$ cat src/pkg/udc_pkg.sv
// Constants and types for the upper DMA channel register set
`default_nettype none
package udc_pkg;
  // ***************************************************************
  // I/O port addresses
  // ***************************************************************
  localparam logic [15:0] PORT_CH4_ADDR = 16'h00c0;
  localparam logic [15:0] PORT_CH4_CNT = 16'h00c2;
  localparam logic [15:0] PORT_CH5_ADDR = 16'h00c4;
  localparam logic [15:0] PORT_CH5_CNT = 16'h00c6;
  localparam logic [15:0] PORT_CH6_ADDR = 16'h00c8;
  localparam logic [15:0] PORT_CH6_CNT = 16'h00ca;
  localparam logic [15:0] PORT_CH7_ADDR = 16'h00cc;
  localparam logic [15:0] PORT_CH7_CNT = 16'h00ce;
  localparam logic [15:0] PORT_STAT_CTRL = 16'h00d0;
  localparam logic [15:0] PORT_SW_REQ = 16'h00d2;
  localparam logic [15:0] PORT_CLR_PTR = 16'h00d8;
  // ***************************************************************
  // Control field positions and reset values
  // ***************************************************************
  localparam int CTL_ACK_POL = 7;
  localparam int CTL_REQ_POL = 6;
  localparam int CTL_EARLY_WR = 5;
  localparam int CTL_ROT_PRI = 4;
  localparam int CTL_COMP_TIM = 3;
  localparam int CTL_DISABLE = 2;
  localparam int CTL_ADDR_HOLD = 1;
  localparam int CTL_MEM_COPY = 0;
  localparam int SWR_VALUE = 2;
  localparam logic [7:0] CTL_RESET = 8'h00;
  localparam logic [7:0] STAT_RESET = 8'h00;
  localparam int NUM_CH = 4;
  localparam int PAGE_W = 10;
  localparam int DMA_ADDR_W = 26;
  // Byte pointer state
  typedef enum logic [1:0] {
    UDC_PTR_LOW = 2'b01,
    UDC_PTR_HIGH = 2'b10
  } udc_ptr_e;
endpackage : udc_pkg
`default_nettype wire

$ cat src/pkg/udc_ch_if.sv
// Interface carrying one channel's register access between modules
`default_nettype none
interface udc_ch_if;
  logic wr_addr;
  logic wr_cnt;
  logic high_byte;
  logic [7:0] wdata;
  logic [15:0] addr;
  logic [15:0] cnt;
  modport ctrl(output wr_addr, output wr_cnt, output high_byte, output wdata,
    input addr, input cnt);
  modport chan(input wr_addr, input wr_cnt, input high_byte, input wdata,
    output addr, output cnt);
endinterface : udc_ch_if
`default_nettype wire

$ cat src/hw/udc_channel.sv
// One channel's 16-bit memory address and transfer count registers
`default_nettype none
module udc_channel (
  input wire logic clk_i,
  input wire logic rst_i,
  input wire logic ce_i,
  udc_ch_if.chan bus
);
  logic [15:0] addr_q;
  logic [15:0] cnt_q;
  logic [15:0] next_addr;
  logic [15:0] next_cnt;

  // Byte-wide loads into the selected half
  always_comb begin
    next_addr = addr_q;
    next_cnt = cnt_q;
    if (bus.wr_addr) begin
      if (bus.high_byte) next_addr[15:8] = bus.wdata;
      else next_addr[7:0] = bus.wdata;
    end
    if (bus.wr_cnt) begin
      if (bus.high_byte) next_cnt[15:8] = bus.wdata;
      else next_cnt[7:0] = bus.wdata;
    end
  end

  always_ff @(posedge clk_i or posedge rst_i) begin
    if (rst_i) begin
      addr_q <= 16'h0000;
      cnt_q <= 16'h0000;
    end else if (ce_i) begin
      addr_q <= next_addr;
      cnt_q <= next_cnt;
    end
  end

  assign bus.addr = addr_q;
  assign bus.cnt = cnt_q;
endmodule : udc_channel
`default_nettype wire

$ cat src/hw/udc_status.sv
// Status flags: live request bits and sticky terminal count bits
`default_nettype none
module udc_status (
  input wire logic clk_i,
  input wire logic rst_i,
  input wire logic ce_i,
  input wire logic [3:0] pend_i,
  input wire logic [3:0] tc_i,
  input wire logic rd_i,
  output logic [7:0] stat_o
);
  logic [3:0] tc_q;
  logic [3:0] next_tc;
  logic [3:0] pend_q;

  // Set wins over read clear so a count hit is never lost
  always_comb begin
    next_tc = tc_q;
    if (rd_i) next_tc = 4'h0;
    next_tc = next_tc | tc_i;
  end

  always_ff @(posedge clk_i or posedge rst_i) begin
    if (rst_i) begin
      tc_q <= 4'h0;
      pend_q <= 4'h0;
    end else if (ce_i) begin
      tc_q <= next_tc;
      pend_q <= pend_i;
    end
  end

  assign stat_o = {pend_q, tc_q};
endmodule : udc_status
`default_nettype wire

$ cat src/hw/udc_regs.sv
// Upper DMA controller register set, channels 4 to 7
`default_nettype none
module udc_regs (
  input wire logic clk_i,
  input wire logic rst_i,
  input wire logic ce_i,
  input wire logic [15:0] io_addr_i,
  input wire logic io_rd_i,
  input wire logic io_wr_i,
  input wire logic [7:0] io_wdata_i,
  input wire logic [3:0] dreq_i,
  input wire logic [3:0] tc_i,
  input wire logic [3:0] dack_i,
  input wire logic [2:0] grant_ch_i,
  input wire logic [19:0] page_lo_i,
  input wire logic [19:0] page_hi_i,
  output logic [7:0] io_rdata_o,
  output logic io_hit_o,
  output logic [3:0] req_o,
  output logic [3:0] dack_o,
  output logic early_write_o,
  output logic rotating_priority_o,
  output logic compressed_timing_o,
  output logic source_address_hold_o,
  output logic [25:0] dma_addr_o,
  output logic [15:0] dma_count_o
);
  // ***************************************************************
  // Decode and byte pointer
  // ***************************************************************
  logic [7:0] ctrl_q;
  logic [7:0] next_ctrl;
  logic [3:0] swreq_q;
  logic [3:0] next_swreq;
  udc_pkg::udc_ptr_e ptr_q;
  udc_pkg::udc_ptr_e next_ptr;
  logic [3:0] sel_addr;
  logic [3:0] sel_cnt;
  logic hit_stat;
  logic hit_swr;
  logic hit_clr;
  logic stat_rd;
  logic [7:0] stat;
  logic [3:0] req_raw;
  logic [3:0] pend;
  logic [15:0] ch_addr [4];
  logic [15:0] ch_cnt [4];

  // Address decode for the channel ports
  always_comb begin
    sel_addr = 4'h0;
    sel_cnt = 4'h0;
    if (io_addr_i == udc_pkg::PORT_CH4_ADDR) sel_addr[0] = 1'b1;
    else if (io_addr_i == udc_pkg::PORT_CH4_CNT) sel_cnt[0] = 1'b1;
    else if (io_addr_i == udc_pkg::PORT_CH5_ADDR) sel_addr[1] = 1'b1;
    else if (io_addr_i == udc_pkg::PORT_CH5_CNT) sel_cnt[1] = 1'b1;
    else if (io_addr_i == udc_pkg::PORT_CH6_ADDR) sel_addr[2] = 1'b1;
    else if (io_addr_i == udc_pkg::PORT_CH6_CNT) sel_cnt[2] = 1'b1;
    else if (io_addr_i == udc_pkg::PORT_CH7_ADDR) sel_addr[3] = 1'b1;
    else if (io_addr_i == udc_pkg::PORT_CH7_CNT) sel_cnt[3] = 1'b1;
  end

  assign hit_stat = (io_addr_i == udc_pkg::PORT_STAT_CTRL);
  assign hit_swr = (io_addr_i == udc_pkg::PORT_SW_REQ);
  assign hit_clr = (io_addr_i == udc_pkg::PORT_CLR_PTR);
  assign stat_rd = io_rd_i && hit_stat;

  // ***************************************************************
  // Channel register instances
  // ***************************************************************
  for (genvar g = 0; g < udc_pkg::NUM_CH; g++) begin : g_ch
    udc_ch_if chb();
    assign chb.wr_addr = io_wr_i && sel_addr[g];
    assign chb.wr_cnt = io_wr_i && sel_cnt[g];
    assign chb.high_byte = (ptr_q == udc_pkg::UDC_PTR_HIGH);
    assign chb.wdata = io_wdata_i;
    assign ch_addr[g] = chb.addr;
    assign ch_cnt[g] = chb.cnt;
    udc_channel u_ch (
      .clk_i(clk_i),
      .rst_i(rst_i),
      .ce_i(ce_i),
      .bus(chb)
    );
  end

  // ***************************************************************
  // Control, software request and pointer
  // ***************************************************************
  // Pointer flips on each channel byte; a clear-pointer write resets it
  always_comb begin
    next_ctrl = ctrl_q;
    next_swreq = swreq_q;
    next_ptr = ptr_q;
    if (io_wr_i && hit_stat) next_ctrl = io_wdata_i;
    if (io_wr_i && hit_swr) begin
      next_swreq[io_wdata_i[1:0]] = io_wdata_i[udc_pkg::SWR_VALUE];
    end
    if (io_wr_i && hit_clr) next_ptr = udc_pkg::UDC_PTR_LOW;
    else if ((io_wr_i || io_rd_i) && ((sel_addr | sel_cnt) != 4'h0)) begin
      case (ptr_q)
        udc_pkg::UDC_PTR_LOW: next_ptr = udc_pkg::UDC_PTR_HIGH;
        udc_pkg::UDC_PTR_HIGH: next_ptr = udc_pkg::UDC_PTR_LOW;
        default: next_ptr = udc_pkg::UDC_PTR_LOW;
      endcase
    end
  end

  always_ff @(posedge clk_i or posedge rst_i) begin
    if (rst_i) begin
      ctrl_q <= udc_pkg::CTL_RESET;
      swreq_q <= 4'h0;
      ptr_q <= udc_pkg::UDC_PTR_LOW;
    end else if (ce_i) begin
      ctrl_q <= next_ctrl;
      swreq_q <= next_swreq;
      ptr_q <= next_ptr;
    end
  end

  // ***************************************************************
  // Request qualification and status
  // ***************************************************************
  // Polarity is applied before the pending view so status is always active high
  assign req_raw = ctrl_q[udc_pkg::CTL_REQ_POL] ? ~dreq_i : dreq_i;
  assign pend = req_raw | swreq_q;

  udc_status u_stat (
    .clk_i(clk_i),
    .rst_i(rst_i),
    .ce_i(ce_i),
    .pend_i(pend),
    .tc_i(tc_i),
    .rd_i(stat_rd),
    .stat_o(stat)
  );

  // ***************************************************************
  // Registered outputs
  // ***************************************************************
  logic [7:0] next_rdata;
  logic next_hit;
  logic [3:0] next_req;
  logic [3:0] next_dack;
  logic [25:0] next_dma_addr;
  logic [15:0] next_dma_count;
  logic [1:0] gsel;

  // Read mux; unmapped ports return zero and no hit
  always_comb begin
    next_rdata = 8'h00;
    next_hit = 1'b0;
    for (int i = 0; i < udc_pkg::NUM_CH; i++) begin
      if (sel_addr[i] && io_rd_i) begin
        next_rdata = (ptr_q == udc_pkg::UDC_PTR_HIGH) ? ch_addr[i][15:8] : ch_addr[i][7:0];
        next_hit = 1'b1;
      end
      if (sel_cnt[i] && io_rd_i) begin
        next_rdata = (ptr_q == udc_pkg::UDC_PTR_HIGH) ? ch_cnt[i][15:8] : ch_cnt[i][7:0];
        next_hit = 1'b1;
      end
    end
    if (stat_rd) begin
      next_rdata = stat;
      next_hit = 1'b1;
    end
    if ((io_wr_i || io_rd_i) && (hit_stat || hit_swr || hit_clr)) next_hit = 1'b1;
  end

  // Disable gates requests only; register access continues
  assign gsel = grant_ch_i[1:0];
  always_comb begin
    next_req = ctrl_q[udc_pkg::CTL_DISABLE] ? 4'h0 : pend;
    next_dack = ctrl_q[udc_pkg::CTL_ACK_POL] ? dack_i : ~dack_i;
    next_dma_addr = {(gsel[1] ? page_hi_i[gsel[0]*10 +: 10] : page_lo_i[gsel[0]*10 +: 10]),
      ch_addr[gsel]};
    next_dma_count = ch_cnt[gsel];
  end

  always_ff @(posedge clk_i or posedge rst_i) begin
    if (rst_i) begin
      io_rdata_o <= 8'h00;
      io_hit_o <= 1'b0;
      req_o <= 4'h0;
      dack_o <= 4'hf;
      early_write_o <= 1'b0;
      rotating_priority_o <= 1'b0;
      compressed_timing_o <= 1'b0;
      source_address_hold_o <= 1'b0;
      dma_addr_o <= 26'h0000000;
      dma_count_o <= 16'h0000;
    end else if (ce_i) begin
      io_rdata_o <= next_rdata;
      io_hit_o <= next_hit;
      req_o <= next_req;
      dack_o <= next_dack;
      early_write_o <= ctrl_q[udc_pkg::CTL_EARLY_WR];
      rotating_priority_o <= ctrl_q[udc_pkg::CTL_ROT_PRI];
      compressed_timing_o <= ctrl_q[udc_pkg::CTL_COMP_TIM];
      // Hold only matters with memory copy on, otherwise forced off
      source_address_hold_o <= ctrl_q[udc_pkg::CTL_ADDR_HOLD] &&
        ctrl_q[udc_pkg::CTL_MEM_COPY];
      dma_addr_o <= next_dma_addr;
      dma_count_o <= next_dma_count;
    end
  end
endmodule : udc_regs
`default_nettype wire

$ cat config.mk
export PLATFORM = sky130hd
export DESIGN_NAME = udc_regs
export DESIGN_NICKNAME = d
export VERILOG_FILES = /design/src/pkg/udc_pkg.sv /design/src/pkg/udc_ch_if.sv /design/src/hw/udc_channel.sv /design/src/hw/udc_status.sv /design/src/hw/udc_regs.sv
export SDC_FILE = /design/constraint.sdc
export NUM_CORES = 1
export LEC_CHECK = 0
export BUFFER_PORTS_ARGS = -buffer_cell sky130_fd_sc_hd__buf_4
export CORE_AREA = 2 2 110 191
export CTS_BUF_LIST = sky130_fd_sc_hd__clkbuf_2
export DETAILED_ROUTE_END_ITERATION = 8
export DIE_AREA = 0 0 112 193
export PLACE_DENSITY_LB_ADDON = 0.05
export SYNTH_ARGS = -nofsm -noshare
export SYNTH_HDL_FRONTEND = slang
export SYNTH_SLANG_ARGS = --single-unit
$ cat constraint.sdc
create_clock -name clk_i -period 6 [get_ports clk_i]
set_input_delay 0.6 -clock clk_i [delete_from_list [all_inputs] [get_ports clk_i]]
set_output_delay 0.6 -clock clk_i [all_outputs]
set_load 0.02 [all_outputs]
After elaboration in Yosys (flattened, before gate mapping) --
Index checks and enable logic that the tools add are counted.
Storage, ports and cells: register bits 213, bits of input ports 84
Operators by class: multiply operators 1, magnitude comparators 3, equal/unequal tests 13, shifts and indexed selects 2, multiplexer cells 65, bitwise logic cells 7, reduce and logical (&&, ||, !) cells 48
Operator list (count):
- $eq 16x8->1 const B | 11
- $mux 8 | 17
- $bmux 16 s2 | 2
- $mux 16 | 4
- $reduce_and 3->1 | 16
- $shiftx 20x6->10 | 2
- $logic_and 1x1->1 | 24
- $mux 1 | 23
- $mux 4 | 5
- $mux 2 | 7
- $mux 3 | 4
- $or 4x4->4 | 3
- $mux 10 | 1
- $not 4->4 | 2
- $reduce_and 2->1 | 3
- $bwmux 4 | 1
- $mul 1x3->4 const B | 1
- $reduce_bool 4->1 | 1
- $ge 3x3->1 const B | 1
- $logic_or 1x1->1 | 3
- $lt 2x3->1 const B | 1
- $not 2->3 | 1
- $demux 1 s2 | 1
- $eq 2x1->1 const B | 1
- other kinds (4) | 4

Logic depth before layout (Yosys ltp) --
depth after elaboration 19, mapped depth 9, depth with buffers taken out 6

Hierarchy --
A second synthesis with hierarchy kept.
Unflattened totals: cells, all modules 756, area, all modules 10777.8 um^2
By module, submodules not included:
- udc_regs | instances 1, cells an instance 461, area an instance 5621.6 um^2, seq. area each 1933.1 um^2
- udc_channel | instances 4, cells an instance 69, area an instance 1207.4 um^2, seq. area each 800.8 um^2
- udc_status | instances 1, cells an instance 19, area an instance 326.6 um^2, seq. area each 200.2 um^2

Least setup slack after synthesis --
Ideal clock, no wire load.
path kind input to register, start point in io_addr_i[9], end point reg g_ch[0].u_ch.addr_q[12], arrival 2.636 ns, data required time 5.872 ns, slack 3.236 ns, stages 7, cell sequence or4_4 -> buf_6 -> or3_1 -> clkbuf_2 -> nor4_4 -> nand2_2 -> mux2_1
On the way: word-level cells in the longest chain between the ends 4
RTL lines:
- start, declared | RTL line udc_regs.sv:7 | input wire logic [15:0] io_addr_i,
- $eq 16x8->1 | RTL line udc_regs.sv:53 | if (io_addr_i == udc_pkg::PORT_CH4_ADDR) sel_addr[0] = 1'b1;
- $mux 1 | RTL line udc_regs.sv:53
- $logic_and 1x1->1 | RTL line udc_regs.sv:73 | assign chb.wr_addr = io_wr_i && sel_addr[g];
- $reduce_and 3->1 (no source line)
- end signal, assigned | RTL line udc_channel.sv:33 | addr_q <= next_addr;
- end, declared | RTL line udc_channel.sv:9 | logic [15:0] addr_q;
Every way passes these cells. A chain may end at the register's enable or synchronous reset.

Final worst setup path --
start point in io_addr_i[9], end point reg io_rdata_o[1]
On the way: word-level cells in the longest chain between the ends 12, elaborated cells between the ends (all ways) 48, classes of those cells eq/ne: 9; mux: 30; reduce/logical: 9
RTL lines:
- $eq 16x8->1 (tied with other cells) | RTL line udc_regs.sv:53
- $mux 1 (tied with other cells) | RTL line udc_regs.sv:53
- $logic_and 1x1->1 (tied with other cells) | RTL line udc_regs.sv:154 | if (sel_addr[i] && io_rd_i) begin
- $mux 8 (tied with other cells) | RTL line udc_regs.sv:154
- $mux 8 (tied with other cells) | RTL line udc_regs.sv:158 | if (sel_cnt[i] && io_rd_i) begin
- $mux 8 (tied with other cells) | RTL line udc_regs.sv:154
- $mux 8 (tied with other cells) | RTL line udc_regs.sv:158
- $mux 8 (tied with other cells) | RTL line udc_regs.sv:154
- $mux 8 (tied with other cells) | RTL line udc_regs.sv:158
- $mux 8 / $logic_and 1x1->1 (equally long branches) | RTL line udc_regs.sv:154, udc_regs.sv:158
- $mux 8 | RTL line udc_regs.sv:158
- $mux 8 (*) | RTL line udc_regs.sv:163 | if (stat_rd) begin
- end signal, assigned | RTL line udc_regs.sv:193 | io_rdata_o <= next_rdata;
- end, declared | RTL line udc_regs.sv:17 | output logic [7:0] io_rdata_o,
Mark *: on every way between the ends. The rest lies on a longest branch, timed or not.

==> impl_results.md <==
* Status: finished, final reports clean
* Io pins at roughly 150
* H-tree depth at 2
* Hold path depth at 3
* Setup TNS at 0 ps
* Worst Tran Pin Value at roughly 1000 ps
* Die area at about 22000 um2
* Slack of the worst reg-to-reg path at 3380 ps
* # resized after CTS at 0
* Final GP Congestion at approximately 0.95
* Post-route minimum period at about 2600 ps
* CP max-delay cell: nor3_1
* Asr flop ratio synth at 100%
* Top cells by count, synth: dfrtp_1, mux2_2, nand2_1
* PD cells at around 210 nW/um2
* Initial antenna violation count at 1
* Tot GR Track Use at approximately 28%
* Main synth FF type: dfrtp_1
* Final cell count without fillers at between 1000 and 1500
* WL final at roughly 30000 um
* Crit-path max cell delay at about 700 ps
* Synth Instances at ~800
* Row cnt at 69
* Gr ovfl total at 0
* Req. time, crit path at around 6700 ps
* R2R cell count at 7
* First-pass iteration count of the detailed router at 5
* Routed len/inst at 23.9 um
* Fin. max-slew vios at 0
* CTS Buf Count at 50
* Pin count of the biggest net entering global routing at approximately 150
* Final setup skew at 39.2 ps
* Worst-Skew Late Latency at around 840 ps
* Post-route antenna net violation count at 0
* # clock sinks at around 210
* Leading area contributor after synthesis: dfrtp_1
* Final Hold Viols at 0
* Final period util at between 40 and 50%
* Post-Place Cell Area at about 12000 um2
* Initial DRC count at approximately 540
* Design area at approximately 12000 um2
* Sequential area share after synthesis at between 50% and 60%
* Via count at between 7000 and 8000
* Post-Syn Nets at between 800 and 900
* Relative slew slack at about 30%
* Crit-path cells: buf_4 > or4_4 > or3_1 > nor3_1 > a31oi_1 > a2111oi_0 > o21ai_0
* Register bit count reported by yosys at 213
* Reg-to-reg startpoint: ptr_q[1]
* Startpoint types: input pin
* Final WS setup at 3370 ps
* Die Height at 193 um
* Setup slack at placement at 2630 ps
* Clock-pin slew on the worst setup and hold paths at 110 ps
* HP Class: input pin to register
* Synth area leaders: dfrtp_1, mux2_2, mux4_2
* Synth top area share at between 40% and 50%
* Crit path from: io_addr_i[9]
* RSZ-0062 raised after global routing: false
* VDD IR-drop max at approximately 180 uV
* Yosys warns at 0
* Post-CTS Repair Setup Buffers at 0
* Avg Cell Area, Syn at between 10 and 15 um2
* CTS Hold Bufs at 5
* CTS tree: done
* Dpl cells at about 1100
* Fin nets at about 1000
* Top-count cell post-synth: dfrtp_1
* Root buffer cell: clkbuf_2
* Via density at 6.09
* FF-to-FF End: io_rdata_o[1]
* Initial core utilization at between 50% and 60%
* Maxcap violations at 0
* Library cells used by synthesis at 49
* WHS Endpoint: dack_o[3]
* Crit. End Element: register
* # port buffers at 145
* Leakage dissipation at 6.08 nW
* Worst EP arrival at between 3000 and 4000 ps
* EDFF count, synth at 0
* Die Width at approximately 110 um
* Synth-to-layout area growth at 16.5%
* Layout cells sized above 1 at a little over 50%
* Area of the mapped netlist at about 11000 um2
* Drc violations at 0
* Kind of critical path: input pin to register
* Clk buf depth at 3
* Vias in the first global route at 8073
* Hold Startpoint: dack_i[3]
* First-pass GRT wire length at between 40000 and 50000 um
* Hpwl dp at 20800 um
* Layout fillers at approximately 1700
* Fmax at about 380 MHz
* Final Setup Violations at 0
* Critical path peak fanout at 9
* Core area at approximately 20000 um2
flip-flops by register name, summed over array words and instances (netlist names), 4 cells and up:
| name | flops |
|---|---|
| ctrl_q | 8 |
| req_o | 4 |
| g_ch.u_ch.bus.cnt | 64 |
| g_ch.u_ch.bus.addr | 64 |
| swreq_q | 4 |
| u_stat.tc_q | 4 |
| io_rdata_o | 8 |
| dack_o | 4 |
| dma_count_o | 16 |
| u_stat.pend_q | 4 |
| dma_addr_o | 26 |
critical path: cells and delay by family:
kind,cells,cell delay [ps]
compound gates,3,820
buf+inv,1,110
simple gates,3,1810
worst max-delay path by stage:
stage	end	slack [ps]	cells past startpoint
detailed placement	io_rdata_o[1]	2630	7
finish	io_rdata_o[1]	3370	7
CTS	io_rdata_o[1]	3390	7
floorplan	compressed_timing_o	2630	1
global route	io_rdata_o[3]	3130	6
global placement	io_rdata_o[1]	2660	7
per-layer routing:
layer | global-route usage, % | vias up | share of wire (%)
met2 | 47.4 | 307 | 52
met4 | 13.1 | 0 | 4.0
met1 | 35.3 | 3863 | 39
li1 | - | 3335 | -
met3 | 4.63 | 63 | 5.6
met5 | 0 | - | 0
power by group:
group	total, mW	switching [mW]	internal [mW]	leakage, nW
clock	0.933	0.579	0.354	0.358
sequential	1.47	0.0124	1.46	2.89
combinational	0.249	0.141	0.107	2.83
total	2.65	0.733	1.92	6.08
layout by cell type (no fill, tap or decap), types with 5 or more instances in the layout:
master         count
clkinv_1           6
clkbuf_2          82
nand3_1           18
buf_4            151
nor2_1            18
nand2_2           16
dlygate4sd3_1      5
o21ai_0           18
nand2_1           70
mux4_2            50
mux2i_1           21
mux2_1            12
mux2_2           177
nor3_1            17
inv_1              5
a221o_1            8
a21oi_1           19
a2111oi_0          6
o211ai_1          10
dfstp_2            5
nand4_1            5
xnor2_1            5
dfrtp_1          208
cells by family after synthesis:
| kind of cell | after synthesis | synth area share (%) |
|---|---|---|
| XOR/XNOR | 9 | 0.742 |
| AND/OR/NAND/NOR | 178 | 8.92 |
| AO/OA/AOI/OAI | 80 | 5.15 |
| multiplexers | 260 | 32.6 |
| buffers and inverters | 63 | 2.34 |
| flip-flops | 213 | 50.2 |
final cells by class:
cell class,count,area [um2],area share [%]
Antenna cell,1,2.50,0.0202
Clock buffer,82,410,3.32
Clock inverter,8,31.3,0.253
Tap cell,248,310,2.51
Inverter,6,26.3,0.212
Multi-Input combinational cell,527,5050,40.8
Sequential cell,213,5340,43.1
Timing Repair Buffer,157,1200,9.73
through the flow:
step	total power, mW	util [%]	hold WS, ps
floorplan	1.63	-	458
finish	2.65	61.3	131
global placement	1.74	58.8	474
detailed placement	1.75	58.8	480
CTS	2.69	61.2	62.3
global route	2.78	61.3	70.8
Power figures use the tool's default switching activity.
